**config.mk**
```make
export PLATFORM = sky130hd
export DESIGN_NAME = address_space_decoder
export DESIGN_NICKNAME = d
export VERILOG_FILES = /design/src/addr_decode_pkg.sv /design/src/space_classifier.sv /design/src/width_selector.sv /design/src/address_space_decoder.sv
export SDC_FILE = /design/constraint.sdc
export NUM_CORES = 1
export LEC_CHECK = 0
export BUFFER_PORTS_ARGS = -buffer_cell sky130_fd_sc_hd__buf_4
export CAP_MARGIN = 40
export CORE_AREA = 3 3 87 89
export CTS_CLUSTER_DIAMETER = 120
export DETAILED_ROUTE_END_ITERATION = 7
export DIE_AREA = 0 0 90 92
export GPL_TIMING_DRIVEN = 1
export HOLD_SLACK_MARGIN = 0.02
export PLACE_DENSITY = 0.79
export SLEW_MARGIN = 20
export SYNTH_ARGS = -nofsm -noshare
export SYNTH_HDL_FRONTEND = slang
export SYNTH_SLANG_ARGS = --single-unit
```
**constraint.sdc**
```tcl
create_clock -name core_clk_in -period 3 [get_ports core_clk_in]
set_clock_uncertainty 0.15 [all_clocks]
set_input_delay 0 -clock core_clk_in [delete_from_list [all_inputs] [get_ports core_clk_in]]
set_output_delay 0 -clock core_clk_in [all_outputs]
set_load 0.01 [all_outputs]
```
**src/addr_decode_pkg.sv**
```systemverilog
// package: constants and types for the address space decoder
package addr_decode_pkg;

  // wishbone register offsets (byte addresses)
  localparam logic [7:0] BUS_CONTROL_ONE_OFFSET = 8'h00;
  localparam logic [7:0] DECODE_STATUS_OFFSET = 8'h04;
  localparam logic [7:0] MODE_STATUS_OFFSET = 8'h08;

  // bus_control_one reset value and field positions
  localparam logic [15:0] BUS_CONTROL_ONE_RESET = 16'h200F;
  localparam logic [15:0] BUS_CONTROL_ONE_WMASK = 16'h21FF;
  localparam int TIMER_ACCESS_BIT = 13;
  localparam int MUX_IO_BIT = 8;
  localparam int LONG_SIZE_LSB = 4;
  localparam int SIZE_LSB = 0;
  localparam int ADDR_BIT_FOURTEEN = 14;

  // address map boundaries
  localparam logic [7:0] EXT_TOP_BYTE = 8'h00;
  localparam logic [7:0] DRAM_TOP_BYTE = 8'h01;
  localparam logic [31:0] ROM_256K_END = 32'h0003FFFF;
  localparam logic [31:0] ROM_128K_END = 32'h0001FFFF;
  localparam logic [31:0] ROM_64K_END = 32'h0000FFFF;
  localparam logic [31:0] CS0_ROM_MODE_BASE = 32'h00200000;
  localparam logic [31:0] PERIPH_BASE = 32'hFFFF8000;
  localparam logic [31:0] PERIPH_END = 32'hFFFF87FF;
  localparam logic [31:0] RAM_BASE = 32'hFFFFF000;

  // rom size variants
  localparam logic [1:0] ROM_SIZE_256K = 2'h0;
  localparam logic [1:0] ROM_SIZE_128K = 2'h1;
  localparam logic [1:0] ROM_SIZE_64K = 2'h2;

  // decoded space kinds
  typedef enum logic [3:0] {
    SPACE_RESERVED = 4'h0,
    SPACE_ROM = 4'h1,
    SPACE_CS0 = 4'h2,
    SPACE_CS1 = 4'h3,
    SPACE_CS2 = 4'h4,
    SPACE_CS3 = 4'h5,
    SPACE_DRAM = 4'h6,
    SPACE_PERIPH = 4'h7,
    SPACE_RAM = 4'h8
  } space_e;

  // effective bus widths
  typedef enum logic [1:0] {
    WIDTH_8 = 2'h0,
    WIDTH_16 = 2'h1,
    WIDTH_32 = 2'h2
  } width_e;

  // wishbone slave states
  typedef enum logic [0:0] {
    WB_IDLE = 1'b0,
    WB_ACK = 1'b1
  } wb_state_e;

endpackage

```
**src/space_classifier.sv**
```systemverilog
// space classifier: maps a 32-bit address to its space kind
`timescale 1ns/1ps
module space_classifier (
  input wire logic [31:0] addr_in,
  input wire logic rom_enable_in,
  input wire logic [1:0] rom_size_in,
  input wire logic single_chip_in,
  output addr_decode_pkg::space_e space_out
);

  logic [31:0] rom_end;

  // rom end address per rom variant
  always_comb
  begin
    case (rom_size_in)
      addr_decode_pkg::ROM_SIZE_128K: rom_end = addr_decode_pkg::ROM_128K_END;
      addr_decode_pkg::ROM_SIZE_64K: rom_end = addr_decode_pkg::ROM_64K_END;
      default: rom_end = addr_decode_pkg::ROM_256K_END;
    endcase
  end

  // top byte picks the space kind, a23..a22 the area
  always_comb
  begin
    space_out = addr_decode_pkg::SPACE_RESERVED;
    if (addr_in[31:24] == addr_decode_pkg::EXT_TOP_BYTE)
    begin
      if (rom_enable_in && addr_in <= rom_end)
        space_out = addr_decode_pkg::SPACE_ROM;
      else if (rom_enable_in && addr_in < addr_decode_pkg::CS0_ROM_MODE_BASE)
        space_out = addr_decode_pkg::SPACE_RESERVED;
      else if (!single_chip_in)
      begin
        case (addr_in[23:22])
          2'h0: space_out = addr_decode_pkg::SPACE_CS0;
          2'h1: space_out = addr_decode_pkg::SPACE_CS1;
          2'h2: space_out = addr_decode_pkg::SPACE_CS2;
          default: space_out = addr_decode_pkg::SPACE_CS3;
        endcase
      end
    end
    else if (addr_in[31:24] == addr_decode_pkg::DRAM_TOP_BYTE)
    begin
      if (!single_chip_in)
        space_out = addr_decode_pkg::SPACE_DRAM;
    end
    else if (addr_in >= addr_decode_pkg::PERIPH_BASE && addr_in <= addr_decode_pkg::PERIPH_END)
      space_out = addr_decode_pkg::SPACE_PERIPH;
    else if (addr_in >= addr_decode_pkg::RAM_BASE)
      space_out = addr_decode_pkg::SPACE_RAM;
  end

endmodule

```
**src/width_selector.sv**
```systemverilog
// width selector: effective bus width of a decoded access
`timescale 1ns/1ps
module width_selector (
  input addr_decode_pkg::space_e space_in,
  input wire logic [15:0] control_in,
  input wire logic addr_fourteen_in,
  input wire logic rom_enable_in,
  input wire logic area_zero_mode_pin_in,
  input wire logic wide_package_in,
  output addr_decode_pkg::width_e width_out
);

  // width of an area from its long-size and size bits
  function automatic addr_decode_pkg::width_e area_width(input logic long_size, input logic size);
    if (long_size)
      area_width = addr_decode_pkg::WIDTH_32;
    else if (size)
      area_width = addr_decode_pkg::WIDTH_16;
    else
      area_width = addr_decode_pkg::WIDTH_8;
  endfunction

  // choose width per space
  always_comb
  begin
    case (space_in)
      addr_decode_pkg::SPACE_CS0:
        if (rom_enable_in)
          width_out = area_width(control_in[addr_decode_pkg::LONG_SIZE_LSB], control_in[addr_decode_pkg::SIZE_LSB]);
        else if (wide_package_in)
          width_out = area_zero_mode_pin_in ? addr_decode_pkg::WIDTH_32 : addr_decode_pkg::WIDTH_16;
        else
          width_out = area_zero_mode_pin_in ? addr_decode_pkg::WIDTH_16 : addr_decode_pkg::WIDTH_8;
      addr_decode_pkg::SPACE_CS1:
        width_out = area_width(control_in[addr_decode_pkg::LONG_SIZE_LSB + 1],
          control_in[addr_decode_pkg::SIZE_LSB + 1]);
      addr_decode_pkg::SPACE_CS2:
        width_out = area_width(control_in[addr_decode_pkg::LONG_SIZE_LSB + 2],
          control_in[addr_decode_pkg::SIZE_LSB + 2]);
      addr_decode_pkg::SPACE_CS3:
        if (control_in[addr_decode_pkg::MUX_IO_BIT])
          width_out = addr_fourteen_in ? addr_decode_pkg::WIDTH_16 : addr_decode_pkg::WIDTH_8;
        else
          width_out = area_width(control_in[addr_decode_pkg::LONG_SIZE_LSB + 3],
            control_in[addr_decode_pkg::SIZE_LSB + 3]);
      addr_decode_pkg::SPACE_DRAM:
        width_out = area_width(control_in[addr_decode_pkg::LONG_SIZE_LSB + 1],
          control_in[addr_decode_pkg::SIZE_LSB + 1]);
      addr_decode_pkg::SPACE_PERIPH: width_out = addr_decode_pkg::WIDTH_16;
      default: width_out = addr_decode_pkg::WIDTH_32;
    endcase
  end

endmodule

```
**src/address_space_decoder.sv**
```systemverilog
// address space decoder: space decode, chip selects, bus control register
// Functional notes
// - top address byte selects space, never output
// - zero top byte: a23..a22 drive chip selects
// - address bits 21..0 drive external pins
// - rom enabled: 256k rom, area zero 2 Mbytes
// - rom disabled: area zero from zero, 4 Mbytes
// - area three occupies the fourth 4-Mbyte window
// - areas one, two, dram width from register
// - single-chip mode disables all external spaces
// - rom disabled: area zero width from pins
// - smaller rom variants shrink the rom region
// - register resets to 200F on power-on
// - reserved bits read zero, write zero
// - bit 13 gates timer register access
// - bit 8 selects multiplexed area three
// - multiplexed width from address bit fourteen
// - bit 7 forces 32-bit area three
// - bit 6 forces 32-bit area two
// - size bit: 0 byte, 1 word, long overrides
// - area zero bits only with rom enabled
//
// Our own choices: register access over Wishbone and the register offsets.
`timescale 1ns/1ps
module address_space_decoder (
  input wire logic core_clk_in,
  input wire logic rst_b_in,
  // classic wishbone slave
  input wire logic wb_cyc_in,
  input wire logic wb_stb_in,
  input wire logic wb_we_in,
  input wire logic [7:0] wb_adr_in,
  input wire logic [3:0] wb_sel_in,
  input wire logic [31:0] wb_dat_in,
  output logic [31:0] wb_dat_out,
  output logic wb_ack_out,
  // mode straps, sampled through two flip-flops
  input wire logic rom_enable_in,
  input wire logic [1:0] rom_size_in,
  input wire logic single_chip_in,
  input wire logic area_zero_mode_pin_in,
  input wire logic wide_package_in,
  // cpu side access
  input wire logic access_valid_in,
  input wire logic [31:0] access_addr_in,
  // external side
  output logic [21:0] ext_addr_out,
  output logic chip_select_zero_b_out,
  output logic chip_select_one_b_out,
  output logic chip_select_two_b_out,
  output logic chip_select_three_b_out,
  output logic dram_select_out,
  output logic mux_area_access_out,
  output logic [1:0] access_width_out,
  output logic [3:0] access_space_out,
  output logic timer_regs_access_enable_out,
  output logic mux_io_enable_out
);

  logic rst_sync1_r;
  logic rst_sync2_r;
  logic rst_b;
  logic [5:0] strap_sync1_r;
  logic [5:0] strap_sync2_r;
  logic [15:0] bus_control_one_r;
  logic [15:0] bus_control_one_nxt;
  addr_decode_pkg::wb_state_e wb_state_r;
  logic [31:0] rd_data;
  logic wb_req;
  addr_decode_pkg::space_e space;
  addr_decode_pkg::width_e width;
  logic ext_access;
  logic [3:0] cs_b_r;
  wire [3:0] area_hit;
  logic strap_rom_enable;
  logic [1:0] strap_rom_size;
  logic strap_single_chip;
  logic strap_area_zero_pin;
  logic strap_wide_package;

  // timing in short: decode is combinational from the cpu address,
  // selects, width and space register one edge later,
  // and the control register changes only through wishbone

  // true for the five spaces that reach the external pins
  function automatic logic is_external(input addr_decode_pkg::space_e kind);
    case (kind)
      addr_decode_pkg::SPACE_CS0,
      addr_decode_pkg::SPACE_CS1,
      addr_decode_pkg::SPACE_CS2,
      addr_decode_pkg::SPACE_CS3,
      addr_decode_pkg::SPACE_DRAM: is_external = 1'b1;
      default: is_external = 1'b0;
    endcase
  endfunction

  // space kind served by chip select number idx
  function automatic addr_decode_pkg::space_e area_space(input int idx);
    case (idx)
      0: area_space = addr_decode_pkg::SPACE_CS0;
      1: area_space = addr_decode_pkg::SPACE_CS1;
      2: area_space = addr_decode_pkg::SPACE_CS2;
      default: area_space = addr_decode_pkg::SPACE_CS3;
    endcase
  endfunction

  // reset release through two flip-flops
  // assertion stays asynchronous, release is clocked to keep recovery timing clean
  always_ff @(posedge core_clk_in or negedge rst_b_in)
  begin
    if (!rst_b_in)
    begin
      rst_sync1_r <= 1'b0;
      rst_sync2_r <= 1'b0;
    end
    else
    begin
      rst_sync1_r <= 1'b1;
      rst_sync2_r <= rst_sync1_r;
    end
  end
  assign rst_b = rst_sync2_r;

  // strap pins cross into the clock domain
  // straps are levels: a change shows two edges later, nothing decodes the first stage
  always_ff @(posedge core_clk_in or negedge rst_b)
  begin
    if (!rst_b)
    begin
      strap_sync1_r <= 6'h00;
      strap_sync2_r <= 6'h00;
    end
    else
    begin
      strap_sync1_r <= {wide_package_in, area_zero_mode_pin_in, single_chip_in, rom_size_in, rom_enable_in};
      strap_sync2_r <= strap_sync1_r;
    end
  end

  // synchronised strap fields by name
  assign strap_rom_enable = strap_sync2_r[0];
  assign strap_rom_size = strap_sync2_r[2:1];
  assign strap_single_chip = strap_sync2_r[3];
  assign strap_area_zero_pin = strap_sync2_r[4];
  assign strap_wide_package = strap_sync2_r[5];

  // wishbone request qualifier
  // a request still held in the ack cycle is not taken a second time
  assign wb_req = wb_cyc_in && wb_stb_in && (wb_state_r == addr_decode_pkg::WB_IDLE);

  // register write with byte lanes; reserved bits forced to zero
  always_comb
  begin
    bus_control_one_nxt = bus_control_one_r;
    if (wb_req && wb_we_in && wb_adr_in == addr_decode_pkg::BUS_CONTROL_ONE_OFFSET)
    begin
      if (wb_sel_in[0])
        bus_control_one_nxt[7:0] = wb_dat_in[7:0];
      if (wb_sel_in[1])
        bus_control_one_nxt[15:8] = wb_dat_in[15:8];
      bus_control_one_nxt = bus_control_one_nxt & addr_decode_pkg::BUS_CONTROL_ONE_WMASK;
    end
  end

  // bus control register, power-on reset only
  // no manual reset or standby input here, so contents survive all but power-on
  always_ff @(posedge core_clk_in or negedge rst_b)
  begin
    if (!rst_b)
      bus_control_one_r <= addr_decode_pkg::BUS_CONTROL_ONE_RESET;
    else
      bus_control_one_r <= bus_control_one_nxt;
  end

  // read mux; unmapped offsets read zero
  // reads have no side effects, so the mux follows the address freely
  always_comb
  begin
    case (wb_adr_in)
      addr_decode_pkg::BUS_CONTROL_ONE_OFFSET: rd_data = {16'h0000, bus_control_one_r};
      addr_decode_pkg::DECODE_STATUS_OFFSET: rd_data = {26'h0000000, width, space};
      addr_decode_pkg::MODE_STATUS_OFFSET: rd_data = {26'h0000000, strap_sync2_r};
      default: rd_data = 32'h00000000;
    endcase
  end

  // wishbone ack one cycle after request, dropped next cycle
  // ack comes from a register: one full cycle, never combinational from stb
  always_ff @(posedge core_clk_in or negedge rst_b)
  begin
    if (!rst_b)
      wb_state_r <= addr_decode_pkg::WB_IDLE;
    else
    begin
      case (wb_state_r)
        addr_decode_pkg::WB_IDLE:
          if (wb_req)
            wb_state_r <= addr_decode_pkg::WB_ACK;
        addr_decode_pkg::WB_ACK: wb_state_r <= addr_decode_pkg::WB_IDLE;
        default: wb_state_r <= addr_decode_pkg::WB_IDLE;
      endcase
    end
  end
  assign wb_ack_out = (wb_state_r == addr_decode_pkg::WB_ACK);

  // read data latched with the request
  // data stands from the ack until the next read
  always_ff @(posedge core_clk_in or negedge rst_b)
  begin
    if (!rst_b)
      wb_dat_out <= 32'h00000000;
    else if (wb_req && !wb_we_in)
      wb_dat_out <= rd_data;
  end

  // space decode
  space_classifier u_classifier (
    .addr_in(access_addr_in),
    .rom_enable_in(strap_rom_enable),
    .rom_size_in(strap_rom_size),
    .single_chip_in(strap_single_chip),
    .space_out(space)
  );

  // effective width, computed combinationally before outputs register
  width_selector u_width (
    .space_in(space),
    .control_in(bus_control_one_r),
    .addr_fourteen_in(access_addr_in[addr_decode_pkg::ADDR_BIT_FOURTEEN]),
    .rom_enable_in(strap_rom_enable),
    .area_zero_mode_pin_in(strap_area_zero_pin),
    .wide_package_in(strap_wide_package),
    .width_out(width)
  );

  // any access bound for the external pins
  assign ext_access = access_valid_in && is_external(space);

  // per-area hit, one decode per chip select
  for (genvar i = 0; i < 4; i++)
  begin : g_area_hit
    assign area_hit[i] = access_valid_in && (space == area_space(i));
  end

  // external address, held between external accesses
  always_ff @(posedge core_clk_in or negedge rst_b)
  begin
    if (!rst_b)
      ext_addr_out <= 22'h000000;
    else if (ext_access)
      ext_addr_out <= access_addr_in[21:0];
  end

  // registered active-low chip selects, one cycle after the access
  always_ff @(posedge core_clk_in or negedge rst_b)
  begin
    if (!rst_b)
      cs_b_r <= 4'hF;
    else
      cs_b_r <= ~area_hit;
  end
  assign chip_select_zero_b_out = cs_b_r[0];
  assign chip_select_one_b_out = cs_b_r[1];
  assign chip_select_two_b_out = cs_b_r[2];
  assign chip_select_three_b_out = cs_b_r[3];

  // dram select and multiplexed area-three qualifier
  always_ff @(posedge core_clk_in or negedge rst_b)
  begin
    if (!rst_b)
    begin
      dram_select_out <= 1'b0;
      mux_area_access_out <= 1'b0;
    end
    else
    begin
      dram_select_out <= access_valid_in && space == addr_decode_pkg::SPACE_DRAM;
      mux_area_access_out <= area_hit[3] && bus_control_one_r[addr_decode_pkg::MUX_IO_BIT];
    end
  end

  // width and space registered with the selects, so strobes never see a stale width
  always_ff @(posedge core_clk_in or negedge rst_b)
  begin
    if (!rst_b)
    begin
      access_width_out <= 2'h0;
      access_space_out <= 4'h0;
    end
    else
    begin
      access_width_out <= width;
      access_space_out <= space;
    end
  end

  // control bits steering the rest of the chip
  // both act at once, with no register stage behind the control register
  assign timer_regs_access_enable_out = bus_control_one_r[addr_decode_pkg::TIMER_ACCESS_BIT];
  assign mux_io_enable_out = bus_control_one_r[addr_decode_pkg::MUX_IO_BIT];

endmodule

```
==> results_dict.tcl <==
set metrics [dict create \
    power.switching_w 0.000487 \
    detail-route-antenna-nets 0 \
    wl_met1_mm 3.39 \
    ir_drop_uv 380 \
    grt_pass1_vias 2965 \
    final.fill_count 522 \
    path_clk_slew_ns 0.08 \
    timing.fmax_mhz 348 \
    worstSetupStartpointType "register" \
    cp.required_ns 3.13 \
    synth_seq_area_share_pct 55.1 \
    avgSynthCellArea_um2 12.0 \
    first_iter_violations 246 \
    worstMarginPinSlew_ns 0.722 \
    rsz0062_at_grt "false" \
    diodes 0 \
    drt-pass1-iter-count 4 \
    clock_latency_ns 0.35 \
    setup.worst_path.end_class "register" \
    start_util_pct 46.2 \
    drv_cap 0 \
    cts_tree "built" \
    area_growth_pct 51.8 \
    grt_start_max_net_pins 37 \
    highest_layer "met4" \
    combPwrFrac_pct 13.7 \
    setup_viol 0 \
    numCtsBuffers 9 \
    syn_inst 262 \
    ys_seq_elements 69 \
    status "finished clean" \
    gp_congestion 0.945 \
    cts_max_level 3 \
    cts.path.max_buffers 2 \
    p_total_w 0.00196 \
    synth_edf_count 0 \
    postCtsSetupBuffers 0 \
    period_needed_ns 2.87 \
    seqPwrFrac_pct 49.6 \
    p_int_w 0.00147 \
    cpPeakStageDelay_ns 0.60 \
    die_w_um 90 \
    hold_viol 0 \
    hp-class "in2reg" \
    dieArea_um2 8280 \
    synthFlopType "dfrtp_1" \
    grt_first_pass_wirelength_mm 14.8 \
    rows 30 \
    cts_sinks 69 \
    vias 2733 \
    grt_use_total_pct 22.8 \
    crit_top_cell "ha_1" \
    finalNetCount 528 \
    fin_crit_sh_pct 95.8 \
    fp.dieH_um 92 \
    drv_slew 0 \
    place_area_um2 4000 \
    num_io_pins 157 \
    core_um2 6830 \
    reg2reg_slack_ns 0.13 \
    layout-drive-gt1-share_pct 40.1 \
    worstSetupPathType "reg2reg" \
    setup_ws_ns 0.126 \
    synth_area_um2 3160 \
    io_buffers 110 \
    ys_types 47 \
    leakagePower_nw 2.32 \
    wl_met3_um 764 \
    regToRegStartpoint "strap_sync2_r[1]$_DFF_PN0_" \
    wl_per_cell_um 16.6 \
    p_sw_share_pct 24.8 \
    final_area_um2 4790 \
    grt_antenna_before_repair 0 \
    rr_worst_depth 10 \
    async_flop_share_pct 100 \
    slew_headroom_pct 51.4 \
    routed_via_density 5.09 \
    r2r-end "wb_dat_out[0]$_DFFE_PN0P_" \
    cp-startpoint "strap_sync2_r[1]$_DFF_PN0_" \
    dp_hpwl_mm 6.14 \
    routed_wl_mm 8.92 \
    cp_max_fo 4 \
    crit_path_top_delay_cell "dlygate4sd3_1" \
    clockPowerShare_pct 36.7 \
    final_common_cell "buf_4" \
    drc_errors 0 \
    pwr_density_cell_nw_per_um2 409 \
    crit_arrival_ns 3.01 \
    holdWs_ns 0.0325 \
    place_ws_ns 0.584 \
    cts-root-buf "clkbuf_8" \
    endpoint "wb_dat_out[0]$_DFFE_PN0P_" \
    gr-total-overflow 0 \
    tns_ns 0 \
    crit_chain "inv_1, ha_1, ha_1, nand4_1, nor3_1, a21oi_1, o211ai_1, mux2i_1, o31ai_1, dlygate4sd3_1" \
    synth_warnings 0 \
    met2_length_mm 4.55 \
    layout_common_cells "buf_4, dfrtp_1, dlygate4sd3_1" \
]
## registers in the layout, summed over array words and instances, names as in the netlist
| register | flops |
|---|---|
| bus_control_one_r | 10 |
| strap_sync1_r | 6 |
| mux_area_access_out | 1 |
| access_width_out | 2 |
| strap_sync2_r | 6 |
| ext_addr_out | 22 |
| rst_b | 1 |
| cs_b_r | 4 |
| access_space_out | 4 |
| rst_sync1_r | 1 |
| dram_select_out | 1 |
| wb_dat_out | 10 |
| wb_ack_out | 1 |
## layer usage
metal / vias up / GRT usage [%]
met4: 0 / 8.67
met5: - / 0
met3: 21 / 8.78
met2: 135 / 40.0
met1: 1320 / 25.1
li1: 1257 / -
## per-stage QoR
| stage | std cells | util, % |
|---|---|---|
| after floorplan | 283 | - |
| after global placement | 462 | 58.5 |
| after detailed placement | 462 | 58.5 |
| after CTS | 537 | 70.0 |
| after global routing | 537 | 70.1 |
| final | 537 | 70.1 |
## kinds of logic after synthesis
kind of cell	share of synthesized area (%)
AOI/OAI and AO/OA	9.27
adders and majority gates	1.59
buffers and inverters	7.29
DFF	55.1
muxes	13.3
other	0.238
and+or+nand+nor	13.2
## cells in the mapped netlist (2+ instances only)
cell type | instances | area (um2)
buf_4 | 25 | 188
nor3_1 | 4 | 20.0
a22o_1 | 5 | 43.8
nor2b_1 | 9 | 56.3
o21ai_0 | 6 | 30.0
and3_1 | 2 | 12.5
o21bai_1 | 2 | 15.0
inv_1 | 6 | 22.5
mux2_2 | 32 | 360
nor4_1 | 4 | 25.0
or3_1 | 5 | 31.3
a21o_1 | 2 | 15.0
conb_1 | 2 | 7.51
nor2_1 | 13 | 48.8
dfstp_2 | 9 | 236
a22oi_1 | 3 | 22.5
o21a_1 | 2 | 15.0
a21oi_1 | 6 | 30.0
nand3_1 | 2 | 10.0
clkbuf_1 | 3 | 11.3
ha_1 | 4 | 50.1
dfrtp_1 | 60 | 1500
a32oi_1 | 2 | 17.5
mux2i_1 | 6 | 60.1
and2_1 | 2 | 12.5
o41ai_1 | 2 | 17.5
nand2_1 | 12 | 45.0
nand4_1 | 13 | 81.3
## cell type report
type                    count  area, um2  area share (%)
multi-input cells         178       1270            26.6
inverters                   6       22.5           0.470
well taps                  96        120            2.51
repair buffers            172       1440            30.0
flip-flops and latches     69       1740            36.3
clock buffers              12        165            3.45
clock inverters             4       31.3           0.653
## worst min path at each step
stage                                            to  depth (start not counted)    startpoint  slack (ns)
after global routing      wb_dat_out[5]$_DFFE_PN0P_                          5  wb_adr_in[0]        0.08
final                     wb_dat_out[5]$_DFFE_PN0P_                          5  wb_adr_in[1]        0.03
after detailed placement      rst_sync1_r$_DFF_PN0_                          1      rst_b_in       -0.37
after floorplan                     rst_b$_DFF_PN0_                          0      rst_b_in       -0.45
after CTS                 wb_dat_out[5]$_DFFE_PN0P_                          5  wb_adr_in[0]        0.02
after global placement        rst_sync1_r$_DFF_PN0_                          1      rst_b_in       -0.37
## worst max-delay path, delay by kind of cell (launching register included)
family / cells / cell delay, ns
AO/OA/AOI/OAI: 3 / 0.74
adder cells (fa/ha/maj): 2 / 0.46
buffers and inverters: 2 / 0.66
flip-flops: 1 / 0.38
multiplexers: 1 / 0.14
AND/OR/NAND/NOR: 2 / 0.29
## power by group through the flow
stage	clock network [W]	registers (W)	logic, W
floorplan	0	0.00101	0.0000857
global placement	0	0.000988	0.000200
detailed placement	0	0.000989	0.000207
CTS	0.000735	0.000972	0.000263
global route	0.000778	0.000976	0.000291
finish	0.000720	0.000973	0.000268
## what timing repair did
action | 4_1_cts | 5_1_grt
setup endpoints to repair | 0 | 1
hold endpoints to repair | 60 | 0
hold buffers | 59 | 0
resized for setup | 0 | 1
(Power assumes the default switching activity.)
